## src/rtl/switch_pkg.sv

```systemverilog
// package: constants for the octal switch fault logic
package switch_pkg;
    localparam int num_outputs = 8;
    // open-load filter window after chip select rises, in microseconds
    localparam int filter_min_us = 100;
    localparam int filter_max_us = 300;
    localparam int clk_mhz = 100;
    // least time rounds up; figure in whole microseconds so exact
    localparam int filter_cycles = filter_min_us * clk_mhz;
    localparam int filter_cnt_width = 16;
    localparam logic [7:0] command_reset = 8'h00;
    localparam logic [7:0] status_reset = 8'h00;
    // bit positions of the two direct-drive outputs (five and six)
    localparam int drive_five_bit = 4;
    localparam int drive_six_bit = 5;
endpackage : switch_pkg

```

## src/rtl/octal_switch_fault_logic.sv

```systemverilog
// serial command, fault status and protection logic of an octal load switch
`timescale 1ns/1ps

// Contract
// - status word shifts out during command shift-in
// - status bit one means faulted output
// - last byte received is the command
// - per-output overtemperature shutdown, independent
// - overtemperature reports one, retries when cool
// - supply overvoltage turns all off, restores
// - open-load checked only while commanded off
// - chip select rise starts open-load filter
// - open-load fault latched until read
// - shorted output retries after cooling
// - logic undervoltage turns off, clears status
// - supply undervoltage does not affect outputs
// - cs rise applies command, fall loads status
// - sample on falling, shift on rising sclk
// - msb first, output eight first
// - outputs five and six ORed with pins
module octal_switch_fault_logic #(
    parameter int filter_count = switch_pkg::filter_cycles
) (
    // clock and reset
    input wire logic sys_clk,
    input wire logic rst_b,
    // serial link from the host
    input wire logic chip_select_b,
    input wire logic serial_clock,
    input wire logic serial_command_in,
    output logic serial_status_out,
    output logic serial_status_oe,
    // direct drive pins for outputs five and six
    input wire logic direct_drive_five,
    input wire logic direct_drive_six,
    // analog sensing, one bit per output
    input wire logic [7:0] over_temp,
    input wire logic [7:0] over_current,
    input wire logic [7:0] open_load_cmp,
    // global supply monitors
    input wire logic load_power_supply_over,
    input wire logic load_power_supply_under,
    input wire logic logic_supply_under,
    // gate drive
    output logic [7:0] output_on
);
    ////////////////////////////////////////////////////////////////////////
    // overview of the data path
    //
    // every pin, the serial link included, arrives asynchronously and is
    // passed through one shared two-flop synchroniser before anything reads
    // it. the serial clock is therefore only a level here: its edges are
    // found by comparing the synchronised level with its registered copy.
    //
    // the link is handled as an eight-bit shift register:
    //   - chip select falling loads the fault word and enables the driver
    //   - each serial clock rise presents the current msb on the pin
    //   - each serial clock fall shifts one command bit in at the lsb
    //   - chip select rising copies the register into the command
    //
    // because the register is only eight bits wide, a longer frame simply
    // pushes earlier bytes back out of the status pin; the last eight bits
    // received are what gets applied. this gives the loopback check for free.
    //
    // limitation: the serial clock must be slow against sys_clk. each half
    // period needs at least four sys_clk cycles, else edges are lost in the
    // synchroniser and the frame silently goes wrong.
    //
    // the protection path (thermal, supply) is purely combinational from
    // the synchronised levels into the drive register, so a shutdown takes
    // effect in a fixed three cycles whatever the link is doing.
    ////////////////////////////////////////////////////////////////////////
    // synchronise every pin input
    localparam int n_sync = 32;
    logic [n_sync-1:0] raw_in;
    logic [n_sync-1:0] sync_in;
    assign raw_in = {chip_select_b, serial_clock, serial_command_in,
                     direct_drive_five, direct_drive_six, over_temp,
                     over_current, open_load_cmp, load_power_supply_over,
                     load_power_supply_under, logic_supply_under};

    sync_bits #(.width(n_sync)) u_sync (
        .sys_clk(sys_clk),
        .rst_b(rst_b),
        .async_in(raw_in),
        .sync_out(sync_in)
    );

    logic s_cs_b;
    logic s_sclk;
    logic s_din;
    logic s_dd5;
    logic s_dd6;
    logic [7:0] s_ot;
    logic [7:0] s_oc;
    logic [7:0] s_ol;
    logic s_ov;
    logic s_uv_logic;
    assign s_cs_b = sync_in[31];
    assign s_sclk = sync_in[30];
    assign s_din = sync_in[29];
    assign s_dd5 = sync_in[28];
    assign s_dd6 = sync_in[27];
    assign s_ot = sync_in[26:19];
    assign s_oc = sync_in[18:11];
    assign s_ol = sync_in[10:3];
    assign s_ov = sync_in[2];
    // supply undervoltage, sync_in[1], is deliberately left without effect
    assign s_uv_logic = sync_in[0];

    ////////////////////////////////////////////////////////////////////////
    // state of the whole block
    typedef struct packed {
        logic cs_b_d;
        logic sclk_d;
        logic [7:0] shift;
        logic [7:0] command;
        logic [7:0] ol_latch;
        logic [switch_pkg::filter_cnt_width-1:0] filter_cnt;
        logic filter_done;
        logic dout;
        logic doe;
        logic [7:0] drive;
    } core_state_t;

    core_state_t state;
    core_state_t next_state;

    // fault sources combined per output
    function automatic logic [7:0] fault_of(input logic [7:0] ot, input logic [7:0] oc,
                                           input logic [7:0] ol);
        fault_of = ot | oc | ol;
    endfunction : fault_of

    // open-load event for one output: filter expired, commanded off, comparator set
    // used both by the running latch and by the reload at select fall, so the
    // two can never disagree on what counts as an open load
    function automatic logic ol_event(input logic done, input logic cmd_bit,
                                      input logic cmp);
        ol_event = done & ~cmd_bit & cmp;
    endfunction : ol_event

    // edge detection on synchronised levels
    // the registered copies reset to the idle levels of their pins (select
    // high, clock low), but the synchroniser resets to zero, so select reads
    // low just after reset and a false select fall and then rise follow reset

    logic cs_fall;
    logic cs_rise;
    logic sclk_rise;
    logic sclk_fall;
    logic [7:0] cmd_eff;
    assign cs_fall = state.cs_b_d & ~s_cs_b;
    assign cs_rise = ~state.cs_b_d & s_cs_b;
    assign sclk_rise = ~state.sclk_d & s_sclk;
    assign sclk_fall = state.sclk_d & ~s_sclk;

    // effective command with direct drive
    always_comb begin
        cmd_eff = state.command;
        cmd_eff[switch_pkg::drive_five_bit] = state.command[switch_pkg::drive_five_bit] | s_dd5;
        cmd_eff[switch_pkg::drive_six_bit] = state.command[switch_pkg::drive_six_bit] | s_dd6;
    end

    ////////////////////////////////////////////////////////////////////////
    // next state
    always_comb begin
        next_state = state;
        next_state.cs_b_d = s_cs_b;
        next_state.sclk_d = s_sclk;

        // filter timer restarts on every cs rise
        // filter timer start
        if (cs_rise) begin
            next_state.filter_cnt = '0;
            next_state.filter_done = 1'b0;
        end else if (!state.filter_done) begin
            if (state.filter_cnt ==
                switch_pkg::filter_cnt_width'(filter_count - 1)) begin
                next_state.filter_done = 1'b1;
            end else begin
                next_state.filter_cnt = state.filter_cnt + 1'b1;
            end
        end

        // latch until loaded
        // an on output is never checked: its drain sits near the rail anyway
        for (int i = 0; i < 8; i++) begin
            if (ol_event(state.filter_done, cmd_eff[i], s_ol[i])) begin
                next_state.ol_latch[i] = 1'b1;
            end
        end

        // serial shifting while selected
        if (!s_cs_b) begin
            if (sclk_fall) begin
                next_state.shift = {state.shift[6:0], s_din};
            end
            if (sclk_rise) begin
                next_state.dout = state.shift[7];
            end
        end

        if (cs_fall) begin
            next_state.shift = fault_of(s_ot, s_oc, state.ol_latch);
            // a fault arriving now stays latched for next read
            // clearing and setting in one cycle: the set wins
            for (int i = 0; i < 8; i++) begin
                next_state.ol_latch[i] = ol_event(state.filter_done, cmd_eff[i], s_ol[i]);
            end
            next_state.doe = 1'b1;
            next_state.dout = 1'b0;
        end

        if (cs_rise) begin
            next_state.command = state.shift;
            next_state.doe = 1'b0;
        end

        // supply undervoltage ignored
        // the command itself is untouched by thermal or overvoltage events,
        // so each output returns to its commanded level once the cause clears;
        // overcurrent is left to the analog limit and does not gate the drive
        next_state.drive = cmd_eff & ~s_ot & {8{~s_ov}};

        // logic undervoltage off and cleared
        // placed last so it overrides the drive, command, latch, shift and dout updates of the same cycle;
        // the stored command is cleared too, so outputs stay off after
        // recovery until the host writes a new word, save five and six while their pins are high
        if (s_uv_logic) begin
            next_state.drive = '0;
            next_state.command = switch_pkg::command_reset;
            next_state.ol_latch = switch_pkg::status_reset;
            next_state.shift = switch_pkg::status_reset;
            next_state.dout = 1'b0;
        end
    end

    ////////////////////////////////////////////////////////////////////////
    // register the state
    always_ff @(posedge sys_clk or negedge rst_b) begin
        if (!rst_b) begin
            state <= '{cs_b_d: 1'b1, sclk_d: 1'b0,
                       shift: switch_pkg::status_reset,
                       command: switch_pkg::command_reset,
                       ol_latch: switch_pkg::status_reset,
                       filter_cnt: '0, filter_done: 1'b0,
                       dout: 1'b0, doe: 1'b0, drive: '0};
        end else begin
            state <= next_state;
        end
    end

    ////////////////////////////////////////////////////////////////////////
    // outputs straight from flops
    // the status pin keeps its last value while the enable is low, unless logic undervoltage clears it; the pad
    // is expected to float it, so a reader must qualify it with the enable
    assign serial_status_out = state.dout;
    assign serial_status_oe = state.doe;
    assign output_on = state.drive;
endmodule : octal_switch_fault_logic

```

## src/rtl/sync_bits.sv

```systemverilog
// two-flop synchroniser for a group of asynchronous levels
`timescale 1ns/1ps
module sync_bits #(
    parameter int width = 1
) (
    // clock and reset
    input wire logic sys_clk,
    input wire logic rst_b,
    // levels in and out
    input wire logic [width-1:0] async_in,
    output logic [width-1:0] sync_out
);
    typedef struct packed {
        logic [width-1:0] meta;
        logic [width-1:0] stable;
    } sync_state_t;

    sync_state_t state;
    sync_state_t next_state;

    // first stage is read only by the second
    always_comb begin
        next_state = state;
        next_state.meta = async_in;
        next_state.stable = state.meta;
    end

    always_ff @(posedge sys_clk or negedge rst_b) begin
        if (!rst_b) begin
            state <= '0;
        end else begin
            state <= next_state;
        end
    end

    assign sync_out = state.stable;
endmodule : sync_bits
```

## config.mk

```make
export PLATFORM = sky130hd
export DESIGN_NAME = octal_switch_fault_logic
export DESIGN_NICKNAME = d
export VERILOG_FILES = /design/src/rtl/switch_pkg.sv /design/src/rtl/octal_switch_fault_logic.sv /design/src/rtl/sync_bits.sv
export SDC_FILE = /design/constraint.sdc
export NUM_CORES = 1
export LEC_CHECK = 0
export BUFFER_PORTS_ARGS = -buffer_cell sky130_fd_sc_hd__buf_2
export CORE_AREA = 3 3 89 91
export DETAILED_ROUTE_END_ITERATION = 10
export DIE_AREA = 0 0 92 94
export PLACE_DENSITY = 0.82
export SLEW_MARGIN = 20
export SYNTH_ARGS = -nofsm -noshare
export SYNTH_HDL_FRONTEND = slang
export SYNTH_HIERARCHICAL = 1
export SYNTH_SLANG_ARGS = --single-unit
export TNS_END_PERCENT = 50
```

## constraint.sdc

```tcl
create_clock -name sys_clk -period 2.36 [get_ports sys_clk]
set_input_delay 0.472 -clock sys_clk [delete_from_list [all_inputs] [get_ports sys_clk]]
set_output_delay 0.472 -clock sys_clk [all_outputs]
set_load 0.05 [all_outputs]
```

==> impl_metrics.toml <==
[finish]
drive_gt1_share_pct = 27.9
nFillCells = 508
final_nets = 387
utilization_pct = 68.8
area_delta_synth_final_pct = 23.0
final_cell_area_sq_um = 4960
instances_no_fill = 461
diodes = 0

[worst_setup_path]
critPathSlowestCell = "or3_4"
worstPathCellList = "ha_1, nand2_1, or3_4, or3_1, xor2_1, nor2_1"
cp.arrival_ns = 2.18
cpPeakStageDelay_ns = 0.41
ff2ff_setup_slack_ns = 0.61
criticalPathCategory = "register to register"
end_kind = "register"
crit_fanout = 4
worstPathRequired_ns = 2.80
start_kind = "register"

[die]
design.portCount = 44
die_area_sq_um = 8650
die_x_um = 92
die_h_um = 94
rows = 31
initial_core_util_pct = 55.9
core_area_sq_um = 7210

[power]
total_power_mw = 4.88
p_leak_nw = 2.29
powerDensity_nw_per_um2 = 983
peakVddDrop_mv = 0.693

[clock_tree]
cts-root-buf = "clkbuf_8"
cts_made_buffers = 17
cts.reportedPaths.clkPinSlew_ns = 0.06
cts.path.max_buffers = 2
post_cts_resized = 0
clock-sinks = 115
worst_skew_pair.late_latency_ns = 0.50
h-tree-depth = 4
tritoncts = "done"

[sta]
timing_hold_violations_final = 0
tns_ns = 0
slew_headroom_pct = 50.2
max_freq_mhz = 572
rsz0062_at_grt = "false"
min_period_over_period_pct = 74.0
setup_violations = 0
fin_crit_ns = 1.75
final.setup_skew_ns = 0.00636
slew_violations = 0
worst_pin_slew_ns = 0.748

[yosys]
netlist_area_sq_um = 4030
synth.avg_cell_area_sq_um = 13.6
syn_nets = 333
synth_warnings = 6
synthCells = 296

[place]
dp_hpwl_um = 4450
placed_area_sq_um = 4360
io_buffer_count = 42
place.gp.congestion = 0.795
dpl.cell_count = 429

[hold_path]
hold_path.class = "primary input to register"

[routing]
wirelength_um = 7170
routedWlPerCell_um = 15.6
drc = 0
via_per_inst = 5.23
drtPass1Iterations = 4
drtAntennaViolNets = 0
drt_iter0_drc = 138
dr_total_vias = 2413

[grt]
grtUsageMet1_pct = 22.1
grtUsageMet2_pct = 30.4
grt_pass1_wl_um = 12000
antenna_found_initial = 0
grt_pass1_vias = 2518
grt_max_degree = 44
busiest_layer = "met2"
grt_usage_pct = 18.7
use_met3_pct = 6.73
gr-total-overflow = 0

[flow_run]
cap_violations = 0

[outcome]
status = "finished clean"
[placed cells by master, fill, tap and decap left out, types with 2 or more instances in the layout]
cell type   count
a211oi_1       10
a21oi_1         5
a21oi_2         2
a32o_1          8
buf_2          41
buf_4          10
bufinv_16       2
clkbuf_16      16
clkbuf_8        5
clkinv_4        3
clkinvlp_4      3
dfrtp_1       114
ha_1            3
inv_1          11
mux2_2          9
mux2i_1         9
nand2_1         5
nand2b_1        2
nand3_1         4
nand3b_1        2
nand4_1         3
nor2_1         40
nor3_1         19
nor3b_1         2
nor4_1          3
or3_1           2
xnor2_1         9
xor2_1          4
[worst max-delay path: cells and delay by family (launching register included)]
| family | cells | cell delay (ns) |
|---|---|---|
| XOR/XNOR | 1 | 0.15 |
| adder cells (fa/ha/maj) | 1 | 0.21 |
| flip-flops | 1 | 0.40 |
| AND/OR/NAND/NOR | 4 | 0.92 |
[final cells by class]
type / count / area (sq um) / area share, %
flip-flops and latches: 115 / 2880 / 58.0
multi-input cells: 152 / 1010 / 20.4
clock buffers: 21 / 469 / 9.45
repair buffers: 53 / 310 / 6.25
clock inverters: 10 / 125 / 2.52
well taps: 99 / 124 / 2.50
inverters: 11 / 41.3 / 0.832
[power by group]
group	switching [mW]	internal (mW)
registers	0.0804	2.08
clock network	0.853	1.61
logic	0.145	0.108
total	1.08	3.80
[what timing repair did]
action,CTS,global route
hold endpoints to repair,39,0
endpoints found under the setup margin,0,0
setup buffers,0,0
hold buffers,1,0
[metal layers]
metal | wire length (um) | share of wire, %
met4 | 87 | 1.2
met1 | 2920 | 41
met2 | 3720 | 52
met5 | 0 | 0
met3 | 449 | 6.3
[final timing paths]
check,startpoint,endpoint,cells past startpoint
worst max register to register,state[11]$_DFFE_PN0P_,state[23]$_DFFE_PN0P_,6
min in group asynchronous,rst_b,u_sync/sync_out[2]$_DFF_PN0_,2
worst min-delay path,over_temp[3],u_sync/next_state[22]$_DFF_PN0_,1
worst min register to register,u_sync/next_state[26]$_DFF_PN0_,u_sync/sync_out[26]$_DFF_PN0_,0
worst max-delay path,state[11]$_DFFE_PN0P_,state[23]$_DFFE_PN0P_,6
max in group asynchronous,rst_b,u_sync/next_state[31]$_DFF_PN0_,3
[registers in the layout, summed over array words and instances, names as in the netlist]
signal and count:
u_sync/sync_out 31, serial_status_oe 1, cmd_eff 6, u_sync/next_state 31
state 37, output_on 8, serial_status_out 1
[metrics by stage]
step / setup WS [ns] / hold slack (ns)
global placement: 0.665 / 0.332
global route: 0.498 / 0.0443
detailed placement: 0.635 / 0.335
finish: 0.613 / 0.0679
CTS: 0.621 / 0.0512
floorplan: 0.663 / 0.176
(Power assumes the default switching activity.)
